$ cat src/bfpd_pkg.sv
// package of timing constants and state codes for the fault protection block
// assumes a 25 MHz core clock
package bfpd_pkg;
   // ----------------------------------------
   // clock
   // ----------------------------------------
   localparam int CLK_PERIOD_NS = 40;
   localparam int CLK_HZ = 25000000;
   // ----------------------------------------
   // power-up wait, 1 ms least and 2 ms most
   // ----------------------------------------
   localparam int PWRUP_MIN_US = 1000;
   localparam int PWRUP_CYC = (PWRUP_MIN_US * 1000 + CLK_PERIOD_NS - 1) / CLK_PERIOD_NS;
   // ----------------------------------------
   // short shutdown bound, about 3 us
   // ----------------------------------------
   localparam int SHORT_SHUT_NS = 3000;
   localparam int SHORT_SHUT_CYC = SHORT_SHUT_NS / CLK_PERIOD_NS;
   // ----------------------------------------
   // overcurrent off interval and deglitch blank
   // ----------------------------------------
   localparam int OFF_INTERVAL_NS = 25000;
   localparam int OFF_CYC = OFF_INTERVAL_NS / CLK_PERIOD_NS;
   localparam int BLANK_NS = 2000;
   localparam int BLANK_CYC = BLANK_NS / CLK_PERIOD_NS;
   // ----------------------------------------
   // dead interval: ns = 3.7 * kohm, i.e. 37 * kohm / 10
   // ----------------------------------------
   localparam int DT_NUM = 37;
   localparam int DT_DEN = 10;
   localparam int DT_MIN_NS = 30;
   localparam int DT_OPEN_NS = 6000;
   localparam int DT_MIN_CYC = (DT_MIN_NS + CLK_PERIOD_NS - 1) / CLK_PERIOD_NS;
   localparam int DT_OPEN_CYC = (DT_OPEN_NS + CLK_PERIOD_NS - 1) / CLK_PERIOD_NS;
   localparam int DT_CNT_W = 16;
   localparam int RES_W = 12;
   localparam logic [RES_W-1:0] RES_GROUNDED = 12'h000;
   localparam logic [RES_W-1:0] RES_OPEN = 12'hFFF;
   // ----------------------------------------
   // main states
   // ----------------------------------------
   typedef enum logic [1:0] {
      BFPD_ST_OFF = 2'b00,
      BFPD_ST_PWRUP = 2'b01,
      BFPD_ST_RUN = 2'b10,
      BFPD_ST_LATCH = 2'b11
   } bfpd_state_t;
endpackage

$ cat src/bfpd_phase_if.sv
// interface carrying one phase's requested and delivered gate pair
// used between the top and the dead interval module
`timescale 1ns/10ps
interface bfpd_phase_if;
   logic req_hi;
   logic req_lo;
   logic gate_hi;
   logic gate_lo;
   logic switched;
   modport ctl (output req_hi, output req_lo, input gate_hi, input gate_lo, input switched);
   modport dt (input req_hi, input req_lo, output gate_hi, output gate_lo, output switched);
endinterface

$ cat src/bfpd_deadtime.sv
// one phase of dead interval insertion
// assumes dead cycle count is stable and reset is asynchronous active low
`timescale 1ns/10ps
module bfpd_deadtime #(
   parameter int CNT_W = 16
) (
   // clock and reset
   input wire logic mclk_i,
   input wire logic resetn_i,
   // dead interval in cycles
   input wire logic [CNT_W-1:0] dead_cyc_i,
   // phase
   bfpd_phase_if.dt ph
);
   logic gate_hi_q;
   logic gate_lo_q;
   logic [CNT_W-1:0] cnt_q;
   logic sw_q;
   // ----------------------------------------
   // gates wait out the dead count
   // ----------------------------------------
   // gap before complementary turn-on
   always_ff @(posedge mclk_i or negedge resetn_i) begin
      if (!resetn_i) begin
         gate_hi_q <= 1'b0;
         gate_lo_q <= 1'b0;
         cnt_q <= '0;
         sw_q <= 1'b0;
      end else begin
         sw_q <= 1'b0;
         if (gate_hi_q && !ph.req_hi) begin
            gate_hi_q <= 1'b0;
            cnt_q <= dead_cyc_i;
            sw_q <= 1'b1;
         end else if (gate_lo_q && !ph.req_lo) begin
            gate_lo_q <= 1'b0;
            cnt_q <= dead_cyc_i;
            sw_q <= 1'b1;
         end else if (cnt_q != '0) begin
            cnt_q <= cnt_q - 1'b1;
         end else if (ph.req_hi && !ph.req_lo && !gate_hi_q && !gate_lo_q) begin
            gate_hi_q <= 1'b1;
            sw_q <= 1'b1;
         end else if (ph.req_lo && !ph.req_hi && !gate_hi_q && !gate_lo_q) begin
            gate_lo_q <= 1'b1;
            sw_q <= 1'b1;
         end
      end
   end
   assign ph.gate_hi = gate_hi_q;
   assign ph.gate_lo = gate_lo_q;
   assign ph.switched = sw_q;
endmodule

$ cat src/bfpd_protect.sv
// top of the protection and gate timing logic of a three phase pre-driver
// assumes comparators outside report short, overcurrent, supply and thermal flags
//
// How it works
// - fault_out_n pulled low while latched or while a short, overcurrent, gate supply or thermal fault stands in run, released otherwise.
// - any MOSFET drop above short_ref_level flags a short.
// - short turns all gates off and latches until sleep or supply loss.
// - overcurrent: high side off, matching low side on for fixed off interval.
// - after the off interval the high side returns; repeats while sense high.
// - drain-source monitor ignored for a blank interval after each switch.
// - dead interval between a turn-off and the complementary turn-on.
// - one setting for all phases; ns equals 3.7 times kilohms.
// - grounded setting gives 30ns, open setting gives about 6us.
// - input undervoltage disables everything and resets logic state.
// - input supply return reruns the full power-up sequence.
// - gate supply low after power-up latches fault, fault output low.
// - over-temperature latches fault; only sleep or supply loss clears.
// - outputs and inputs wait 1ms to 2ms after power-up starts.
// - sleep low disables and ignores inputs; leaving sleep repeats power-up.
// - overcurrent recognised when low side sense exceeds 500mV.
`timescale 1ns/10ps
module bfpd_protect #(
   parameter int PWRUP_CYC = bfpd_pkg::PWRUP_CYC,
   parameter int OFF_CYC = bfpd_pkg::OFF_CYC,
   parameter int BLANK_CYC = bfpd_pkg::BLANK_CYC,
   parameter int NPH = 3
) (
   // clock and reset
   input wire logic mclk_i,
   input wire logic resetn_i,
   // supplies and sleep (pins)
   input wire logic sleep_request_n_i,
   input wire logic input_supply_ok_i,
   input wire logic gate_supply_rail_ok_i,
   input wire logic over_temp_i,
   // sensing comparators (pins)
   input wire logic [2*NPH-1:0] drop_above_short_ref_level_i,
   input wire logic low_side_sense_above_threshold_i,
   // dead interval setting resistance in kilohms (pins)
   input wire logic [bfpd_pkg::RES_W-1:0] deadtime_setting_i,
   // commutation requests from commutation logic
   input wire logic [NPH-1:0] req_hi_i,
   input wire logic [NPH-1:0] req_lo_i,
   // gate drive
   output logic [NPH-1:0] gate_hi_o,
   output logic [NPH-1:0] gate_lo_o,
   // open drain fault output
   output logic fault_out_n_o,
   output logic fault_out_n_oe_o
);
   // ----------------------------------------
   // pin synchronisers
   // ----------------------------------------
   localparam int SW = 4 + 2 * NPH + 1 + bfpd_pkg::RES_W;
   logic [SW-1:0] s1_q;
   logic [SW-1:0] s2_q;
   always_ff @(posedge mclk_i or negedge resetn_i) begin
      if (!resetn_i) begin
         s1_q <= '0;
         s2_q <= '0;
      end else begin
         s1_q <= {sleep_request_n_i, input_supply_ok_i, gate_supply_rail_ok_i, over_temp_i,
                  drop_above_short_ref_level_i, low_side_sense_above_threshold_i,
                  deadtime_setting_i};
         s2_q <= s1_q;
      end
   end
   logic sleep_n;
   logic vin_ok;
   logic gate_supply_rail_ok;
   logic hot;
   logic [2*NPH-1:0] drop_hi;
   logic oc_sense;
   logic [bfpd_pkg::RES_W-1:0] res_k;
   assign {sleep_n, vin_ok, gate_supply_rail_ok, hot, drop_hi, oc_sense, res_k} = s2_q;

   // ----------------------------------------
   // main state
   // ----------------------------------------
   bfpd_pkg::bfpd_state_t state_q;
   logic [31:0] pu_cnt_q;
   logic [NPH-1:0] sw_ev;
   logic [31:0] blank_q;
   logic short_det;
   assign short_det = (|drop_hi) && (blank_q == '0);
   always_ff @(posedge mclk_i or negedge resetn_i) begin
      if (!resetn_i) begin
         state_q <= bfpd_pkg::BFPD_ST_OFF;
         pu_cnt_q <= '0;
      end else begin
         if (!vin_ok || !sleep_n) begin
            state_q <= bfpd_pkg::BFPD_ST_OFF;
            pu_cnt_q <= '0;
         end else begin
            unique case (state_q)
               bfpd_pkg::BFPD_ST_OFF: begin
                  state_q <= bfpd_pkg::BFPD_ST_PWRUP;
                  pu_cnt_q <= '0;
               end
               bfpd_pkg::BFPD_ST_PWRUP: begin
                  if (pu_cnt_q >= 32'(PWRUP_CYC - 1) && gate_supply_rail_ok) begin
                     state_q <= bfpd_pkg::BFPD_ST_RUN;
                  end else if (pu_cnt_q < 32'(PWRUP_CYC - 1)) begin
                     pu_cnt_q <= pu_cnt_q + 32'h0000_0001;
                  end
               end
               bfpd_pkg::BFPD_ST_RUN: begin
                  if (short_det || !gate_supply_rail_ok || hot) begin
                     state_q <= bfpd_pkg::BFPD_ST_LATCH;
                  end
               end
               bfpd_pkg::BFPD_ST_LATCH: begin
                  state_q <= bfpd_pkg::BFPD_ST_LATCH;
               end
            endcase
         end
      end
   end
   logic run;
   assign run = (state_q == bfpd_pkg::BFPD_ST_RUN);

   // ----------------------------------------
   // deglitch blank after switching
   // ----------------------------------------
   // restart blank on switching
   always_ff @(posedge mclk_i or negedge resetn_i) begin
      if (!resetn_i) begin
         blank_q <= '0;
      end else if (|sw_ev) begin
         blank_q <= 32'(BLANK_CYC);
      end else if (blank_q != '0) begin
         blank_q <= blank_q - 32'h0000_0001;
      end
   end

   // ----------------------------------------
   // overcurrent limit cycle
   // ----------------------------------------
   logic [31:0] off_q;
   always_ff @(posedge mclk_i or negedge resetn_i) begin
      if (!resetn_i) begin
         off_q <= '0;
      end else if (!run) begin
         off_q <= '0;
      end else if (off_q != '0) begin
         off_q <= off_q - 32'h0000_0001;
      end else if (oc_sense && (|gate_hi_o)) begin
         off_q <= 32'(OFF_CYC);
      end
   end
   // high side returns once the off count runs out
   logic limiting;
   assign limiting = (off_q != '0);

   // ----------------------------------------
   // dead interval from setting
   // ----------------------------------------
   logic [31:0] dt_ns;
   logic [bfpd_pkg::DT_CNT_W-1:0] dead_cyc;
   // 3.7 ns per kilohm, all phases
   always_comb begin
      dt_ns = (32'(res_k) * 32'(bfpd_pkg::DT_NUM)) / 32'(bfpd_pkg::DT_DEN);
      if (res_k == bfpd_pkg::RES_GROUNDED) begin
         dead_cyc = bfpd_pkg::DT_CNT_W'(bfpd_pkg::DT_MIN_CYC);
      end else if (res_k == bfpd_pkg::RES_OPEN) begin
         dead_cyc = bfpd_pkg::DT_CNT_W'(bfpd_pkg::DT_OPEN_CYC);
      end else if (dt_ns < 32'(bfpd_pkg::DT_MIN_NS)) begin
         dead_cyc = bfpd_pkg::DT_CNT_W'(bfpd_pkg::DT_MIN_CYC);
      end else begin
         dead_cyc = bfpd_pkg::DT_CNT_W'((dt_ns + 32'(bfpd_pkg::CLK_PERIOD_NS - 1))
                    / 32'(bfpd_pkg::CLK_PERIOD_NS));
      end
   end

   // ----------------------------------------
   // per phase gate timing
   // ----------------------------------------
   genvar g;
   generate
      for (g = 0; g < NPH; g++) begin : g_ph
         bfpd_phase_if ph ();
         // high off, low on while limiting
         // never both gates of one phase
         // outputs dropped at once on short
         assign ph.req_hi = run && !short_det && req_hi_i[g] && !limiting;
         assign ph.req_lo = run && !short_det &&
                            ((req_lo_i[g] && !req_hi_i[g]) || (req_hi_i[g] && limiting));
         bfpd_deadtime #(
            .CNT_W(bfpd_pkg::DT_CNT_W)
         ) u_dt (
            .mclk_i(mclk_i),
            .resetn_i(resetn_i),
            .dead_cyc_i(dead_cyc),
            .ph(ph)
         );
         assign gate_hi_o[g] = ph.gate_hi && run;
         assign gate_lo_o[g] = ph.gate_lo && run;
         assign sw_ev[g] = ph.switched;
      end
   endgenerate

   // ----------------------------------------
   // fault output
   // ----------------------------------------
   logic fault_q;
   always_ff @(posedge mclk_i or negedge resetn_i) begin
      if (!resetn_i) begin
         fault_q <= 1'b0;
      end else begin
         fault_q <= (state_q == bfpd_pkg::BFPD_ST_LATCH) || (run && (short_det || hot ||
                    !gate_supply_rail_ok || oc_sense));
      end
   end
   assign fault_out_n_o = 1'b0;
   assign fault_out_n_oe_o = fault_q;
endmodule

$ cat config.mk
export PLATFORM = sky130hd
export DESIGN_NAME = bfpd_protect
export DESIGN_NICKNAME = d
export VERILOG_FILES = /design/src/bfpd_pkg.sv /design/src/bfpd_phase_if.sv /design/src/bfpd_deadtime.sv /design/src/bfpd_protect.sv
export SDC_FILE = /design/constraint.sdc
export NUM_CORES = 1
export LEC_CHECK = 0
export BUFFER_PORTS_ARGS = -buffer_cell sky130_fd_sc_hd__buf_2
export CAP_MARGIN = 15
export CORE_UTILIZATION = 46
export DETAILED_ROUTE_END_ITERATION = 16
export GPL_ROUTABILITY_DRIVEN = 0
export GPL_TIMING_DRIVEN = 0
export PLACE_DENSITY_LB_ADDON = 0.1
export SKIP_CTS_REPAIR_TIMING = 1
export SLEW_MARGIN = 20
export SYNTH_ARGS = -nofsm -noshare
export SYNTH_HDL_FRONTEND = slang
export SYNTH_SLANG_ARGS = --single-unit
$ cat constraint.sdc
create_clock -name mclk_i -period 12.93 [get_ports mclk_i]
set_input_delay 3.879 -clock mclk_i [delete_from_list [all_inputs] [get_ports mclk_i]]
set_output_delay 3.879 -clock mclk_i [all_outputs]
set_load 0.01 [all_outputs]
# Yosys cells after proc, flatten, opt, wreduce, memory -nomap -nowiden
# Index checks and enable logic that the tools add are counted.
# word_totals
memories	0
latchBits	0
mem_bits_ro	0
wordCells	230
inputBits	31
ram_bits	0
regBits	202
# op_classes
addsub	7
reduce_logical	110
bitwise_logic	3
magnitude_cmp	3
div_mod_pow	2
n_mux	64
n_shift	0
mul	1
n_eq_ne	21
# ops
cell	count
two-way mux 32 bit	8
two-way mux 16 bit	12
one-hot mux 32 bit (2 select lines)	1
nonzero test 32 bit	2
subtractor 32 x 1 -> 32 bit, second input constant	2
logical AND 1 bit	50
nonzero test 16 bit	3
subtractor 16 x 1 -> 16 bit, second input constant	3
two-way mux 1 bit	39
adder 32 x 1 -> 32 bit, second input constant	1
adder 32 x 6 -> 32 bit, second input constant	1
divider 18 x 4 -> 32 bit, second input constant	1
divider 32 x 6 -> 32 bit, second input constant	1
greater-or-equal comparator 32 x 15 -> 1 bit, second input constant	1
logical NOT 32 bit	1
less-than comparator 32 x 15 -> 1 bit, second input constant	1
less-than comparator 32 x 5 -> 1 bit, second input constant	1
!= test 2 x 1 -> 1 bit, second input constant	12
logical NOT 1 bit	20
multiplier 12 x 6 -> 18 bit, second input constant	1
nonzero test 2 bit	7
equality test 12 bit, second input constant	1
logical NOT 12 bit	1
AND reduction 3 bit	4
14 further kinds	37

# Longest topological paths before layout
# logic_depth
ltp_word	15
mapped_depth	57
mapped_depth_nobuf	47

# Modules after synthesis
# A second synthesis with hierarchy kept.
# unflattened
hier_cells	1738
hier_area_um2	14980.6
# by_module_without_submodules
module	seq_area_each_um2	area_per_inst_um2	instances	cells_per_inst
bfpd_protect	3628.5	11681.2	1	1387
bfpd_deadtime	475.5	1099.8	3	117

# Worst setup path before layout
# OpenSTA, ideal clock, no wires.
# synth_timing
path_type	register to register
startpoint	reg s2_q[9]
endpoint	reg g_ph[1].u_dt.cnt_q[0]
path_buffers	7
t_arrival_ps	11188
setup_time_ps	128
stages_incl_launch_ff	55
period_less_slack_ps	11316
required_time_ps	12802
path_slack_ps	1614
path_cell_list	dfrtp_1 > ha_1 > ha_1 > inv_1 > fa_1 > inv_1 > ha_1 > buf_2 > o21ai_1 > a211oi_1 > mux2_1 > or4_1 > buf_2 > nor4_1 > o21ai_1 > nand2_1 > nor2_1 > a221o_1 > [19 not listed] > ha_1 > nand3_1 > o21ai_4 > o31a_1 > buf_6 > nand2_1 > and4_1 > o21ai_1 > o211a_2 > buf_6 > mux2_2 > and4_1 > a21oi_2 > o2bb2ai_1 > o2111a_1 > o31ai_2 > o31ai_2 > mux2_1
# synth_via
elab_chain_len	9
# synth_lines
item	line	text
from (decl)	bfpd_protect.sv:56	logic [SW-1:0] s2_q;
from (signal assigned)	bfpd_protect.sv:65	s2_q <= s1_q;
multiplier 12 x 6 -> 18 bit	bfpd_protect.sv:162	dt_ns = (32'(res_k) * 32'(bfpd_pkg::DT_NUM)) / 32'(bfpd_pkg::DT_DEN);
divider 18 x 4 -> 32 bit	bfpd_protect.sv:162	
adder 32 x 6 -> 32 bit	bfpd_protect.sv:170	dead_cyc = bfpd_pkg::DT_CNT_W'((dt_ns + 32'(bfpd_pkg::CLK_PERIOD_NS - 1))
divider 32 x 6 -> 32 bit	bfpd_protect.sv:171	/ 32'(bfpd_pkg::CLK_PERIOD_NS));
two-way mux 16 bit	bfpd_protect.sv:167	end else if (dt_ns < 32'(bfpd_pkg::DT_MIN_NS)) begin
two-way mux 16 bit	bfpd_protect.sv:165	end else if (res_k == bfpd_pkg::RES_OPEN) begin
two-way mux 16 bit *	bfpd_protect.sv:163	if (res_k == bfpd_pkg::RES_GROUNDED) begin
two-way mux 16 bit	bfpd_deadtime.sv:35	end else if (gate_lo_q && !ph.req_lo) begin
two-way mux 16 bit *	bfpd_deadtime.sv:31	if (gate_hi_q && !ph.req_hi) begin
to (signal assigned)	bfpd_deadtime.sv:33	cnt_q <= dead_cyc_i;
to (signal assigned)	bfpd_deadtime.sv:37	cnt_q <= dead_cyc_i;
to (signal assigned)	bfpd_deadtime.sv:40	cnt_q <= cnt_q - 1'b1;
to (decl)	bfpd_deadtime.sv:17	logic [CNT_W-1:0] cnt_q;
# Mark *: on every way between the ends. The rest lies on a longest branch, timed or not.
# A chain may end at the register's enable or synchronous reset.

# Worst setup path in the final report
# Ends and elaborated chain as after synthesis.

==> impl_metrics.tcl <==
set metrics [dict create \
    die_h_um 176 \
    period_share_pct 95.4 \
    layout_common_cells "208 x nor2_1, 202 x dfrtp_1, 124 x nand2_1, 91 x a21oi_1, 72 x nor3_1" \
    fmax_mhz 81.1 \
    synth.yosys.seq_area_share_pct 36.2 \
    cp-start-kind "register" \
    syn_area_um2 14000 \
    layout-drive-gt1-share_pct 14.2 \
    setup_viol 0 \
    worstMarginPinSlew_ps 1270 \
    synth_fp_nets 1680 \
    critPathMaxStageDelay_ps 530 \
    clock_sinks 202 \
    slew_headroom_pct 15.5 \
    final_antenna_net_count 0 \
    crit_path_max_fanout 10 \
    routed_wl_um 33000 \
    io_buffers 37 \
    crit_family "compound AO/OA/AOI/OAI gates" \
    cts-root-buf "clkbuf_16" \
    ys.warnings.count 0 \
    cp.buffers_inverters 10 \
    numCtsBuffers 23 \
    routedWlPerCell_um 15.8 \
    die_x_um 176 \
    yosys_register_bits 202 \
    path_clk_slew_ps 60 \
    vias_per_cell 5.86 \
    num_vias 12222 \
    ios 39 \
    synthToLayoutAreaGrowth_pct 15.0 \
    cts_tree "yes" \
    grt_pass1_wl_um 55100 \
    grt_start_max_net_pins 75 \
    endpoint_kind "register" \
    fp-row-count 63 \
    critPathSlowestCell "or4_1" \
    final_common_cell "nor2_1" \
    antenna_found_initial 0 \
    grt_pass1_vias 11457 \
    required_ps 13320 \
    cts-htree-levels 1 \
    clock_path_buffers 3 \
    crit_type "register to register" \
    worst_slack_ps 598 \
    maxCapViolations 0 \
    layout.nets 1766 \
    insertion_delay_ps 500 \
    critPathArrivalTime_ps 12720 \
    n_antenna_cell 0 \
    finalHoldViolCount 0 \
    finClkSkew_ps 10.5 \
    utilization_pct 53.9 \
    drtPass1Iterations 5 \
    fp.coreArea_um2 29800 \
    finalMaxSlewViolations 0 \
    hpwl_um 23700 \
    dp_worst_setup_slack_ps -89.9 \
    holdWs_ps 346 \
    synth.avg_cell_area_um2 8.75 \
    drc 0 \
    initial_core_util_pct 46.9 \
    hold_class "register to register" \
    outcome "finished clean" \
    period_needed_ps 12330 \
    synth_cell_types 123 \
    synthFlopType "dfrtp_1" \
    synth_cells 1597 \
    grt.total_usage_pct 21.1 \
    overflow 0 \
    synthArstFlopShare_pct 100 \
    drt-initial-drc-count 728 \
    r2r_setup_slack_ps 600 \
    dieArea_um2 31100 \
    synth-edff-count 0 \
]
cells in the mapped netlist (7+ instances only):
library cell / number / area share (%)
nor2_1: 208 / 5.6
dfrtp_1: 202 / 36
nand2_1: 127 / 3.4
a21oi_1: 92 / 3.3
nor3_1: 73 / 2.6
o21ai_0: 70 / 2.5
inv_1: 62 / 1.7
xnor2_1: 62 / 3.9
nand3_1: 52 / 1.9
or3_1: 48 / 2.1
nor4_1: 45 / 2.0
xor2_1: 45 / 2.8
ha_1: 44 / 3.9
clkbuf_1: 33 / 0.89
nand4_1: 23 / 1.0
a31oi_1: 20 / 0.90
and3_1: 20 / 0.90
o31ai_1: 18 / 0.97
a211oi_1: 15 / 0.81
a21o_1: 15 / 0.81
and2_1: 15 / 0.67
nand2b_1: 15 / 0.67
o211ai_1: 15 / 0.81
o21ai_1: 15 / 0.54
buf_2: 11 / 0.39
or4_1: 11 / 0.59
buf_6: 9 / 0.73
fa_1: 8 / 1.1
nor2b_1: 8 / 0.36
mux2_2: 7 / 0.56
o211a_1: 7 / 0.50
o21a_1: 7 / 0.38
final timing paths:
kind | from | to | cells after the start
worst min-delay path | s1_q[2] | s2_q[2] | 0
max in group asynchronous | resetn_i | pu_cnt_q[10] | 3
worst min register to register | s1_q[2] | s2_q[2] | 0
worst max-delay path | s2_q[9] | g_ph[1].u_dt.cnt_q[0] | 54
min in group asynchronous | resetn_i | blank_q[13] | 1
worst max register to register | s2_q[9] | g_ph[1].u_dt.cnt_q[0] | 54
per-stage QoR:
step	cells	cell area [um^2]	setup TNS [ps]
4_1_cts	2064	15500	-430
5_1_grt	2086	16100	-404
3_3_place_gp	2024	14600	0
6_report	2086	16100	0
2_1_floorplan	1597	14000	0
3_5_place_dp	2026	14700	-215
state kept, by name, summed over array words and instances, names as in the netlist:
name                   flops
blank_q                   32
fault_out_n_oe_o           1
g_ph.u_dt.cnt_q           48
g_ph.u_dt.ph.gate_hi       3
g_ph.u_dt.ph.gate_lo       3
g_ph.u_dt.ph.switched      3
off_q                     32
pu_cnt_q                  32
s1_q                      23
s2_q                      23
state_q                    2
worst reg2reg max path, delay by kind of cell (launching register included):
kind                     cells  cell delay, ps
AO/OA/AOI/OAI               21            4830
XOR/XNOR                     1             160
adder cells (fa/ha/maj)      5            1430
buffers and inverters       10            1350
flip-flops                   1             440
multiplexers                 3             850
AND/OR/NAND/NOR             14            3190
area by class of cell:
| type | instances | area [um^2] |
|---|---|---|
| tap | 390 | 488 |
| inverter | 62 | 233 |
| multi-input combinational | 1276 | 8800 |
| buffer | 58 | 320 |
| clock inverter | 10 | 133 |
| sequential | 202 | 5050 |
| clock buffer | 28 | 614 |
| timing repair buffer | 60 | 418 |
| fill | 2772 | 13700 |
per-layer routing:
| layer | wire length (um) | GRT usage, % | up-vias | part of all wire (%) |
|---|---|---|---|---|
| li1 | - | - | 6016 | - |
| met1 | 15900 | 30.4 | 5922 | 48 |
| met2 | 15300 | 34.1 | 239 | 46 |
| met3 | 1180 | 2.13 | 45 | 3.6 |
| met4 | 612 | 4.64 | 0 | 1.9 |
| met5 | 0 | 0 | - | 0 |
kinds of logic (layout without fill, tap and decap cells):
logic type      count (synthesis)  after routing  synth area share (%)
compound gates                401            402                  21.2
xor+xnor                      111            111                  7.17
fa+ha+maj                      57             57                  5.45
buf+inv                       120            218                  3.90
flops                         202            202                  36.2
mux                            17             17                  1.40
other cells                     1              1                0.0268
simple gates                  688            688                  24.7
Power is left out: the tool's default activity adds up to more than one toggle a clock period on the data nets, which glitch-free logic cannot reach.
